===== config.mk =====
export PLATFORM = sky130hd
export DESIGN_NAME = neutral_current_mismatch_detect
export DESIGN_NICKNAME = d
export VERILOG_FILES = /design/src/include/nc_mismatch_pkg.sv /design/src/verilog/neutral_current_mismatch_detect.sv /design/src/verilog/sum_rms.sv
export SDC_FILE = /design/constraint.sdc
export NUM_CORES = 2
export LEC_CHECK = 0
export BUFFER_PORTS_ARGS = -buffer_cell sky130_fd_sc_hd__buf_4
export CORE_ASPECT_RATIO = 0.5
export CORE_UTILIZATION = 29
export CTS_CLUSTER_DIAMETER = 40
export DETAILED_ROUTE_END_ITERATION = 6
export PLACE_DENSITY = 0.46
export SKIP_CTS_REPAIR_TIMING = 1
export SYNTH_ARGS = -nofsm -noshare
export SYNTH_HDL_FRONTEND = slang
export SYNTH_HIERARCHICAL = 1
export SYNTH_SLANG_ARGS = --single-unit

===== constraint.sdc =====
create_clock -name core_clk -period 19.35 [get_ports core_clk]
set_clock_uncertainty 0.15 [all_clocks]
set_input_delay 0.9675 -clock core_clk [delete_from_list [all_inputs] [get_ports core_clk]]
set_output_delay 0.9675 -clock core_clk [all_outputs]
set_load 0.05 [all_outputs]

===== src/include/nc_mismatch_pkg.sv =====
// constants shared by the neutral current mismatch block and its rms helper
// assumes a single 40 MHz core clock and a host register port on the same clock
package nc_mismatch_pkg;

	// ==========================================================
	// widths
	localparam int SAMPLE_W = 24;
	localparam int SUM_W = 28;
	localparam int WORD_W = 32;
	localparam int ADDR_W = 16;
	localparam int RMS_W = 24;
	localparam int MS_W = 56;
	localparam int ROOT_W = 28;
	localparam int ROOT_CNT_W = 5;
	localparam int DIV_W = 16;

	// ==========================================================
	// timing
	localparam int CLK_FREQ_HZ = 40000000;
	localparam int CLK_PERIOD_NS = 1000000000 / CLK_FREQ_HZ;
	localparam int SAMPLE_PERIOD_NS = 125000;
	localparam int SAMPLE_CYCLES = SAMPLE_PERIOD_NS / CLK_PERIOD_NS;
	localparam int RMS_LPF_SHIFT = 8;

	// ==========================================================
	// register indices on the host port
	localparam logic [ADDR_W-1:0] ADDR_FIRST_STATUS = 16'h0000;
	localparam logic [ADDR_W-1:0] ADDR_SECOND_STATUS = 16'h0001;
	localparam logic [ADDR_W-1:0] ADDR_SECOND_MASK = 16'h0002;
	localparam logic [ADDR_W-1:0] ADDR_CONFIG = 16'h0003;
	localparam logic [ADDR_W-1:0] ADDR_PHASE_SUM = 16'h0004;
	localparam logic [ADDR_W-1:0] ADDR_THRESHOLD = 16'h0005;
	localparam logic [ADDR_W-1:0] ADDR_NEUTRAL_RMS = 16'h0006;

	// ==========================================================
	// fields and reset values
	localparam int DATA_READY_BIT = 17;
	localparam int MISMATCH_BIT = 20;
	localparam int NEUTRAL_SEL_BIT = 0;
	localparam logic [SAMPLE_W-1:0] THRESHOLD_RESET = 24'h000000;
	localparam logic [SAMPLE_W-1:0] THRESHOLD_FULL_SCALE = 24'h5A7540;
	localparam logic [WORD_W-1:0] MASK_RESET = 32'h00000000;
	localparam logic [RMS_W-1:0] RMS_SATURATE = 24'hFFFFFF;

	// ==========================================================
	// rms root finder states
	typedef enum logic [1:0] {
		RMS_IDLE = 2'b01,
		RMS_ROOT = 2'b10
	} rms_state_e;

endpackage


===== src/verilog/neutral_current_mismatch_detect.sv =====
// neutral current mismatch detector with its host-visible registers
// assumes current samples come from on-chip logic on core_clk and hold steady
// around each sample tick; host register port is single-cycle on core_clk
`timescale 1ns/1ps

module neutral_current_mismatch_detect #(
	parameter int SAMPLE_CYCLES = nc_mismatch_pkg::SAMPLE_CYCLES
) (
	input wire logic core_clk,
	input wire logic nrst,
	input wire logic signed [nc_mismatch_pkg::SAMPLE_W-1:0] phase_a_current_sample,
	input wire logic signed [nc_mismatch_pkg::SAMPLE_W-1:0] phase_b_current_sample,
	input wire logic signed [nc_mismatch_pkg::SAMPLE_W-1:0] phase_c_current_sample,
	input wire logic signed [nc_mismatch_pkg::SAMPLE_W-1:0] neutral_current_sample,
	input wire logic reg_wr_en,
	input wire logic reg_rd_en,
	input wire logic [nc_mismatch_pkg::ADDR_W-1:0] reg_addr,
	input wire logic [nc_mismatch_pkg::WORD_W-1:0] reg_wdata,
	output logic [nc_mismatch_pkg::WORD_W-1:0] reg_rdata,
	output logic reg_rdata_valid,
	output logic second_interrupt_pin_n
);
	localparam int SUM_W = nc_mismatch_pkg::SUM_W;
	localparam int SAMPLE_W = nc_mismatch_pkg::SAMPLE_W;
	localparam int WORD_W = nc_mismatch_pkg::WORD_W;
	localparam int DIV_W = nc_mismatch_pkg::DIV_W;
	localparam int DR_BIT = nc_mismatch_pkg::DATA_READY_BIT;
	localparam int MM_BIT = nc_mismatch_pkg::MISMATCH_BIT;
	localparam int SEL_BIT = nc_mismatch_pkg::NEUTRAL_SEL_BIT;

	logic [DIV_W-1:0] div_cnt;
	logic sample_tick;
	logic signed [SUM_W-1:0] phase_current_sum;
	logic signed [SUM_W-1:0] neutral_hold;
	logic cmp_pending;
	logic data_ready_flag;
	logic mismatch_flag;
	logic [WORD_W-1:0] second_interrupt_mask;
	logic neutral_input_select;
	logic signed [SAMPLE_W-1:0] mismatch_threshold;
	logic [nc_mismatch_pkg::RMS_W-1:0] neutral_rms_result;
	logic [SUM_W-1:0] abs_sum;
	logic [SUM_W-1:0] abs_neutral;
	logic signed [SUM_W-1:0] mag_diff;
	logic signed [SUM_W-1:0] abs_diff;
	logic signed [SUM_W-1:0] threshold_ext;
	logic exceed;
	logic wr_second_status_register;
	logic wr_first_status_register;
	logic [WORD_W-1:0] first_status_register_word;
	logic [WORD_W-1:0] second_status_register_word;
	logic [WORD_W-1:0] next_rdata;

	// ==========================================================
	// 8 kHz sample enable
	always_ff @(posedge core_clk or negedge nrst) begin
		if (!nrst) begin
			div_cnt <= '0;
			sample_tick <= 1'b0;
		end else if (div_cnt == DIV_W'(SAMPLE_CYCLES - 1)) begin
			div_cnt <= '0;
			sample_tick <= 1'b1;
		end else begin
			div_cnt <= div_cnt + 1'b1;
			sample_tick <= 1'b0;
		end
	end

	// ==========================================================
	// phase sum and neutral capture
	always_ff @(posedge core_clk or negedge nrst) begin
		if (!nrst) begin
			phase_current_sum <= '0;
			neutral_hold <= '0;
			cmp_pending <= 1'b0;
		end else begin
			cmp_pending <= sample_tick;
			if (sample_tick) begin
				phase_current_sum <= SUM_W'(phase_a_current_sample)
					+ SUM_W'(phase_b_current_sample)
					+ SUM_W'(phase_c_current_sample);
				neutral_hold <= SUM_W'(neutral_current_sample);
			end
		end
	end

	// ==========================================================
	// mismatch comparison
	always_comb begin
		// sum of three 24-bit samples never reaches -2^27, so negation is safe
		abs_sum = phase_current_sum[SUM_W-1] ? SUM_W'(-phase_current_sum) :
			SUM_W'(phase_current_sum);
		abs_neutral = neutral_hold[SUM_W-1] ? SUM_W'(-neutral_hold) :
			SUM_W'(neutral_hold);
		mag_diff = $signed(abs_sum) - $signed(abs_neutral);
		abs_diff = mag_diff[SUM_W-1] ? -mag_diff : mag_diff;
		// threshold is in adc output units, same as the samples
		threshold_ext = SUM_W'(mismatch_threshold);
		exceed = (threshold_ext <= 0) || (abs_diff > threshold_ext);
	end

	assign wr_first_status_register = reg_wr_en && (reg_addr == nc_mismatch_pkg::ADDR_FIRST_STATUS);
	assign wr_second_status_register = reg_wr_en && (reg_addr == nc_mismatch_pkg::ADDR_SECOND_STATUS);

	// ==========================================================
	// status flags, set wins over a same-cycle clear
	always_ff @(posedge core_clk or negedge nrst) begin
		if (!nrst) begin
			data_ready_flag <= 1'b0;
		end else if (cmp_pending) begin
			data_ready_flag <= 1'b1;
		end else if (wr_first_status_register && reg_wdata[DR_BIT]) begin
			data_ready_flag <= 1'b0;
		end
	end

	always_ff @(posedge core_clk or negedge nrst) begin
		if (!nrst) begin
			mismatch_flag <= 1'b0;
		end else if (cmp_pending && exceed) begin
			mismatch_flag <= 1'b1;
		end else if (wr_second_status_register && reg_wdata[MM_BIT]) begin
			mismatch_flag <= 1'b0;
		end
	end

	// ==========================================================
	// writable registers
	always_ff @(posedge core_clk or negedge nrst) begin
		if (!nrst) begin
			second_interrupt_mask <= nc_mismatch_pkg::MASK_RESET;
			neutral_input_select <= 1'b0;
			mismatch_threshold <= nc_mismatch_pkg::THRESHOLD_RESET;
		end else if (reg_wr_en) begin
			case (reg_addr)
				nc_mismatch_pkg::ADDR_SECOND_MASK: second_interrupt_mask <= reg_wdata;
				nc_mismatch_pkg::ADDR_CONFIG: neutral_input_select <= reg_wdata[SEL_BIT];
				// only the low 24 bits hold state; upper sign copies are implied
				nc_mismatch_pkg::ADDR_THRESHOLD: mismatch_threshold <= reg_wdata[SAMPLE_W-1:0];
				default: ;
			endcase
		end
	end

	// ==========================================================
	// interrupt pin
	always_ff @(posedge core_clk or negedge nrst) begin
		if (!nrst) begin
			second_interrupt_pin_n <= 1'b1;
		end else begin
			second_interrupt_pin_n <= ~|(second_status_register_word & second_interrupt_mask);
		end
	end

	// ==========================================================
	// neutral rms from the phase sum
	sum_rms #(
		.SUM_W(SUM_W),
		.SHIFT(nc_mismatch_pkg::RMS_LPF_SHIFT)
	) u_rms (
		.core_clk(core_clk),
		.nrst(nrst),
		.enable(neutral_input_select),
		.start(cmp_pending),
		.value(phase_current_sum),
		.rms(neutral_rms_result)
	);

	// ==========================================================
	// read path
	always_comb begin
		first_status_register_word = '0;
		first_status_register_word[DR_BIT] = data_ready_flag;
		second_status_register_word = '0;
		second_status_register_word[MM_BIT] = mismatch_flag;
		case (reg_addr)
			nc_mismatch_pkg::ADDR_FIRST_STATUS: next_rdata = first_status_register_word;
			nc_mismatch_pkg::ADDR_SECOND_STATUS: next_rdata = second_status_register_word;
			nc_mismatch_pkg::ADDR_SECOND_MASK: next_rdata = second_interrupt_mask;
			nc_mismatch_pkg::ADDR_CONFIG: next_rdata = WORD_W'(neutral_input_select);
			nc_mismatch_pkg::ADDR_PHASE_SUM: next_rdata = {4'h0, phase_current_sum};
			nc_mismatch_pkg::ADDR_THRESHOLD: next_rdata = {4'h0, threshold_ext};
			nc_mismatch_pkg::ADDR_NEUTRAL_RMS: next_rdata = WORD_W'(neutral_rms_result);
			default: next_rdata = '0;
		endcase
	end

	always_ff @(posedge core_clk or negedge nrst) begin
		if (!nrst) begin
			reg_rdata <= '0;
			reg_rdata_valid <= 1'b0;
		end else begin
			reg_rdata_valid <= reg_rd_en;
			if (reg_rd_en) begin
				reg_rdata <= next_rdata;
			end
		end
	end
endmodule


===== src/verilog/sum_rms.sv =====
// rms estimate of the phase current sum: squared, low-pass filtered, square root
// assumes start pulses arrive far slower than the ROOT_W cycles the root needs
`timescale 1ns/1ps

module sum_rms #(
	parameter int SUM_W = nc_mismatch_pkg::SUM_W,
	parameter int SHIFT = nc_mismatch_pkg::RMS_LPF_SHIFT
) (
	input wire logic core_clk,
	input wire logic nrst,
	input wire logic enable,
	input wire logic start,
	input wire logic signed [SUM_W-1:0] value,
	output logic [nc_mismatch_pkg::RMS_W-1:0] rms
);
	localparam int MS_W = nc_mismatch_pkg::MS_W;
	localparam int ROOT_W = nc_mismatch_pkg::ROOT_W;
	localparam int CNT_W = nc_mismatch_pkg::ROOT_CNT_W;

	nc_mismatch_pkg::rms_state_e state;
	logic signed [MS_W-1:0] mean_sq;
	logic [ROOT_W-1:0] root;
	logic [nc_mismatch_pkg::ROOT_CNT_W-1:0] bit_idx;
	logic [SUM_W-1:0] mag;
	logic signed [MS_W-1:0] sq;
	logic signed [MS_W-1:0] next_mean_sq;
	logic [ROOT_W-1:0] trial;
	logic [2*ROOT_W-1:0] trial_sq;

	always_comb begin
		mag = value[SUM_W-1] ? SUM_W'(-value) : SUM_W'(value);
		sq = MS_W'(mag) * MS_W'(mag);
		// first-order filter stands in for the averaging window
		next_mean_sq = mean_sq + ((sq - mean_sq) >>> SHIFT);
		trial = root | (ROOT_W'(1) << bit_idx);
		trial_sq = (2*ROOT_W)'(trial) * (2*ROOT_W)'(trial);
	end

	// ==========================================================
	// filter and root finder
	always_ff @(posedge core_clk or negedge nrst) begin
		if (!nrst) begin
			state <= nc_mismatch_pkg::RMS_IDLE;
			mean_sq <= '0;
			root <= '0;
			bit_idx <= '0;
			rms <= '0;
		end else begin
			case (state)
				nc_mismatch_pkg::RMS_IDLE: begin
					if (enable && start) begin
						mean_sq <= next_mean_sq;
						root <= '0;
						bit_idx <= CNT_W'(ROOT_W - 1);
						state <= nc_mismatch_pkg::RMS_ROOT;
					end
				end
				nc_mismatch_pkg::RMS_ROOT: begin
					if (trial_sq <= (2*ROOT_W)'(mean_sq)) begin
						root <= trial;
					end
					if (bit_idx == '0) begin
						state <= nc_mismatch_pkg::RMS_IDLE;
						// one bit per cycle keeps the multiplier small
						if ((trial_sq <= (2*ROOT_W)'(mean_sq) ? trial : root)
							> ROOT_W'(nc_mismatch_pkg::RMS_SATURATE)) begin
							rms <= nc_mismatch_pkg::RMS_SATURATE;
						end else begin
							rms <= (trial_sq <= (2*ROOT_W)'(mean_sq)) ?
								trial[nc_mismatch_pkg::RMS_W-1:0] :
								root[nc_mismatch_pkg::RMS_W-1:0];
						end
					end else begin
						bit_idx <= bit_idx - 1'b1;
					end
				end
				default: state <= nc_mismatch_pkg::RMS_IDLE;
			endcase
		end
	end

endmodule


# Word level (Yosys, flattened, before mapping)
# Index checks and enable logic that the tools add are counted.
dict set report word_totals {
  elab_cells 92
  regBits 278
}
dict set report op_classes {
  n_bitwise 2
  n_reduce_logical 22
  n_addsub 10
  n_mul 2
  shift 1
  eq_ne 12
  magnitude_cmp 4
  muxes 21
}
# operator n
set op_table {}
lappend op_table {{32-bit case mux with 7 select lines} 1}
lappend op_table {{28-bit 2-to-1 mux} 5}
lappend op_table {{28-bit by 28-bit multiplier with 56-bit output} 2}
lappend op_table {{56-bit by 48-bit adder with 56-bit output} 1}
lappend op_table {{56-bit less-or-equal comparator} 1}
lappend op_table {{28-bit negator} 2}
lappend op_table {{28-bit case mux with 2 select lines} 1}
lappend op_table {{56-bit subtractor} 1}
lappend op_table {{16-bit by 3-bit equality test with 1-bit output, second input constant} 3}
lappend op_table {{24-bit 2-to-1 mux} 2}
lappend op_table {{21-bit by 32-bit bitwise AND with 32-bit output} 1}
lappend op_table {{16-bit by 2-bit equality test with 1-bit output, second input constant} 2}
lappend op_table {{32-bit OR reduction} 1}
lappend op_table {{28-bit by 24-bit > comparator with 1-bit output} 1}
lappend op_table {{28-bit by 24-bit > comparator with 1-bit output, second input constant} 1}
lappend op_table {{24-bit negator with 28-bit output} 1}
lappend op_table {{28-bit bitwise OR} 1}
lappend op_table {{1-bit by 5-bit << shifter with 28-bit output, first input constant} 1}
lappend op_table {{28-bit subtractor} 1}
lappend op_table {{25-bit by 24-bit adder with 26-bit output} 1}
lappend op_table {{24-bit by 24-bit adder with 25-bit output} 1}
lappend op_table {{24-bit by 1-bit less-or-equal comparator with 1-bit output, second input constant} 1}
lappend op_table {{16-bit by 1-bit adder with 16-bit output, second input constant} 1}
lappend op_table {{16-bit by 1-bit equality test with 1-bit output, second input constant} 1}
lappend op_table {{20 further kinds} 40}

# Longest topological paths before layout
dict set report logic_depth {
  depth_word 9
  mapped_depth 48
}

# Modules after synthesis
# The synthesis kept the hierarchy.
# module seq_area_each_um2 cells_per_inst instances area_per_inst_um2
set modules_own_cells {}
lappend modules_own_cells {sum_rms 2879.0 5999 1 54008.0}
lappend modules_own_cells {neutral_current_mismatch_detect 4030.1 1287 1 12315.6}

# Worst setup path after synthesis
# No wires, ideal clock.
dict set report synth_path {
  path_type {reg2reg}
  from {register phase_current_sum[0]}
  to {register u_rms.mean_sq[53]}
  t_arrival_ps 11091
  stages_incl_launch_ff 43
  path_slack_ps 7980
  synth_period_minus_slack_ps 11370
  setup_ps 129
  cell_sequence {dfrtp_1 clkbuf_1 inv_1 clkbuf_1 ha_1 nand3_1 o41ai_1 xor2_1 clkinv_1 clkbuf_1 nand2_1 fa_1 fa_1 inv_1 fa_1 fa_1 fa_1 inv_1 (+7 left out) a31oi_1 o21ai_1 a211oi_1 o21a_1 nor2_1 xnor2_1 ha_1 clkbuf_1 o21ai_0 o21ai_0 a41oi_1 nand3_1 o21ba_2 or4_1 and2_1 o41ai_2 xnor2_1 o21ai_1}
}
dict set report synth_via {
  elab_chain_len 5
}
# element line_no
set synth_rtl {}
lappend synth_rtl {{start: declaration} neutral_current_mismatch_detect.sv:33} ;# logic signed [SUM_W-1:0] phase_current_sum;
lappend synth_rtl {{start signal: assignment} neutral_current_mismatch_detect.sv:79} ;# phase_current_sum <= SUM_W'(phase_a_current_sample)
lappend synth_rtl {{28-bit negator} sum_rms.sv:31} ;# mag = value[SUM_W-1] ? SUM_W'(-value) : SUM_W'(value);
lappend synth_rtl {{28-bit 2-to-1 mux (*)} sum_rms.sv:31}
lappend synth_rtl {{28-bit by 28-bit multiplier with 56-bit output (*)} sum_rms.sv:32} ;# sq = MS_W'(mag) * MS_W'(mag);
lappend synth_rtl {{56-bit subtractor (*)} sum_rms.sv:34} ;# next_mean_sq = mean_sq + ((sq - mean_sq) >>> SHIFT);
lappend synth_rtl {{56-bit by 48-bit adder with 56-bit output (*)} sum_rms.sv:34}
lappend synth_rtl {{end signal: assignment} sum_rms.sv:52} ;# mean_sq <= next_mean_sq;
lappend synth_rtl {{end: declaration} sum_rms.sv:21} ;# logic signed [MS_W-1:0] mean_sq;
# Every way passes the cells marked *; elsewhere a longest branch is shown, timed or not.
# A chain may end at the register's enable or synchronous reset.

# Worst setup path in the final report
dict set report layout_path {
  from {register phase_current_sum[0]}
  to {register u_rms.mean_sq[52]}
}
# The elaborated chain is that of the path after synthesis.

==> run_results.csv <==
group,metric,value,unit
global_route,grt_pass1_wl,331,mm
layout,drive_gt1_frac,0.0776,
layout,design_area,73600,um^2
timing,layout_min_cycle_time,13690,ps
clocking,cts_buffer_depth,3,
min_path,min_path_type,"primary input to async pin",
synthesis,synth_edf_count,0,
synthesis,synth.top_cells.by_area,"fa_1, ha_1, dfrtp_1",
setup_path,critical_path.max_stage_delay,1250,ps
floorplanning,die-area,231000,um^2
placed_design,gp_congestion,0.896,
synthesis,synth.most_common_cell,"inv_1",
synthesis,muxShareOfSynthArea,0.0210,
synthesis,synth_top_cell_by_area,"fa_1",
detailed_routing,vias_per_cell,4.72,
floorplanning,rows,123,
detailed_routing,drc,3,
setup_path,start_kind,"register",
setup_path,path_max_fanout,19,
setup_path,r2r_slack,5660,ps
layout,syn_to_final_growth,11.0,%
synthesis,synth_top_family_by_area,"adder cells",
outcome,violations,"DRC",
synthesis,avgSynthCellArea,9.10,um^2
clocking,clk_pin_slew,50,ps
timing,slew_headroom,0.0785,
placed_design,dp_slack,5860,ps
setup_path,r2r_cells,39,
outcome,outcome,"finished with violations",
floorplanning,die_h,340,um
synthesis,synth_compound_area_frac,0.102,
setup_path,worst_path_most_repeated_cell,"fa_1",
timing,layout_setup_ws,5660,ps
placed_design,io_buffers,181,
detailed_routing,first_pass_iters,7,
setup_path,cp.required,19710,ps
synthesis,netlist.area_leader.share,0.391,
synthesis,yosys.area_share.simple,0.106,
setup_path,cp.arrival,14040,ps
synthesis,async_reset_ff_frac,1.00,
timing,fin_setup_tns,0,ps
floorplanning,initial_core_util,0.293,
setup_path,critPathKind,"register to register",
global_route,grt_overflow_total,0,
placed_design,dp_hpwl,177,mm
layout,nFillCells,23793,
synthesis,ys_seq_area_frac,0.104,
layout,nets,9526,
detailed_routing,wire_per_inst,20.7,um
synthesis,yosys_most_used_dff,"dfrtp_1",
clocking,cts-root-buf,"clkbuf_16",
setup_path,worstReg2RegStart,"phase_current_sum[0]",
power_and_ir_drop,power.density,80.3,nW/um^2
global_route,antenna_found_initial,2,
timing,rsz0062_at_grt,"no",
timing,maxClockFrequency,73.1,MHz
layout,final_util,0.326,
setup_path,cp_slowest_cell,"clkinv_1",
clocking,cts_num_sinks,276,
floorplanning,design.core.area,226000,um^2
global_route,track_usage,0.190,
clocking,htree_levels,2,
synthesis,synth_area,66300,um^2
job,maxCapViolCount,0,
clocking,insertion_delay,660,ps
synthesis,yosys_warnings,6,
detailed_routing,drtIter0Drc,2890,
synthesis,synth_xor_area_frac,0.0408,
floorplanning,ios,182,
timing,finalSetupViolCount,0,
timing,worst_slew_pin_slew,1380,ps
setup_path,rr_endpoint,"u_rms/mean_sq[52]",
clocking,cts_tree,"done",
synthesis,yosysUniqueCellTypes,99,
timing,final.period_utilization,0.707,
power_and_ir_drop,leakagePower,0.0382,uW
synthesis,netlist_instances,7286,
global_route,grt_max_degree,129,
power_and_ir_drop,peakVddDrop,0.000279,V
placed_design,dpl-instance-area,71600,um^2
floorplanning,die_w,678,um
setup_path,endpoint_kind,"register",
synthesis,yosys.area_share.adder,0.514,
timing,slew_viol_final,0,
clocking,numCtsBuffers,57,
detailed_routing,routed_wl,217,mm
detailed_routing,vias,49445,
timing,hold_viol,0,
synthesis,synth-seq-cells,276,
global_route,grt_pass1_vias,52542,
synthesis,synth_common_cells,"inv_1, fa_1, nand2_1, ha_1, nor2_1",
detailed_routing,ant_nets,0,
power_and_ir_drop,fin_total_pwr,5910,uW
[flip-flops by register name (all words and copies together) (netlist names), 5 cells and up]
| signal | flops |
|---|---|
| div_cnt | 16 |
| mismatch_threshold | 24 |
| neutral_hold | 24 |
| phase_current_sum | 26 |
| reg_rdata | 32 |
| second_interrupt_mask | 32 |
| u_rms/bit_idx | 5 |
| u_rms/mean_sq | 56 |
| u_rms/rms | 24 |
| u_rms/root | 28 |
[routing by layer]
layer,vias up,track usage,part of all wire
met5,-,0,0.000046
met4,2,0.0357,0.020
met3,225,0.0481,0.074
met2,1209,0.295,0.44
met1,24981,0.269,0.47
li1,23028,-,-
[kinds of logic (layout without fill, tap and decap cells)]
group	after synthesis	in the layout
muxes	127	127
xor gates and xnor gates	305	305
buffers and inverters	1975	2142
DFF	276	276
other	4	32
and+or+nand+nor	1597	1597
AOI/OAI and AO/OA	1054	1054
adders and majority gates	1948	1948
[cell usage in the layout, fill, tap and decap left out, types with 156 or more instances in the layout]
master   synthesis  routed
o21ai_0        244     244
nor2_1         535     535
a21oi_1        267     263
nand2_1        658     658
xnor2_1        201     196
a21o_1         156     156
fa_1          1294    1294
buf_4            0     285
inv_1         1726    1726
ha_1           654     654
dfrtp_1        274     272
[through the flow]
stage	hold slack, ps	cells
4_1_cts	167	10479
3_5_place_dp	300	10371
3_3_place_gp	303	10371
2_1_floorplan	202	7312
5_1_grt	202	10479
6_report	163	10481
[report_power, final]
part	total (uW)	leakage, uW	switching (uW)	internal, uW
Combinational	4300	0.0337	2570	1730
Clock	1030	0.000954	385	642
Sequential	587	0.00362	7.29	580
[area by class of cell]
cell class / instances / area (um^2) / area share
antenna: 2 / 5.00 / 0.0000680
clock buffer: 64 / 1520 / 0.0206
clock inverter: 44 / 474 / 0.00644
multi-input combinational: 5061 / 52200 / 0.709
inverter: 1747 / 6560 / 0.0891
tap: 3000 / 3750 / 0.0510
sequential: 276 / 6910 / 0.0939
timing repair buffer: 287 / 2170 / 0.0295
[critical path: cells and delay by family (launching register included)]
kind | cells | cell delay, ps
fa+ha+maj | 11 | 4970
compound gates | 11 | 3460
buf+inv | 6 | 1820
simple gates | 9 | 1520
xor+xnor | 2 | 1250
flops | 1 | 320
[worst max path at each step]
stage	startpoint	to	slack (ps)
after detailed placement	phase_current_sum[0]	u_rms/mean_sq[52]	5860
after CTS	phase_current_sum[0]	u_rms/mean_sq[52]	5690
after global placement	phase_current_sum[25]	u_rms/mean_sq[52]	5840
after global routing	phase_current_sum[25]	u_rms/mean_sq[52]	4970
after floorplan	phase_current_sum[0]	u_rms/mean_sq[53]	7980
final	phase_current_sum[0]	u_rms/mean_sq[52]	5660
(Power assumes the default switching activity.)
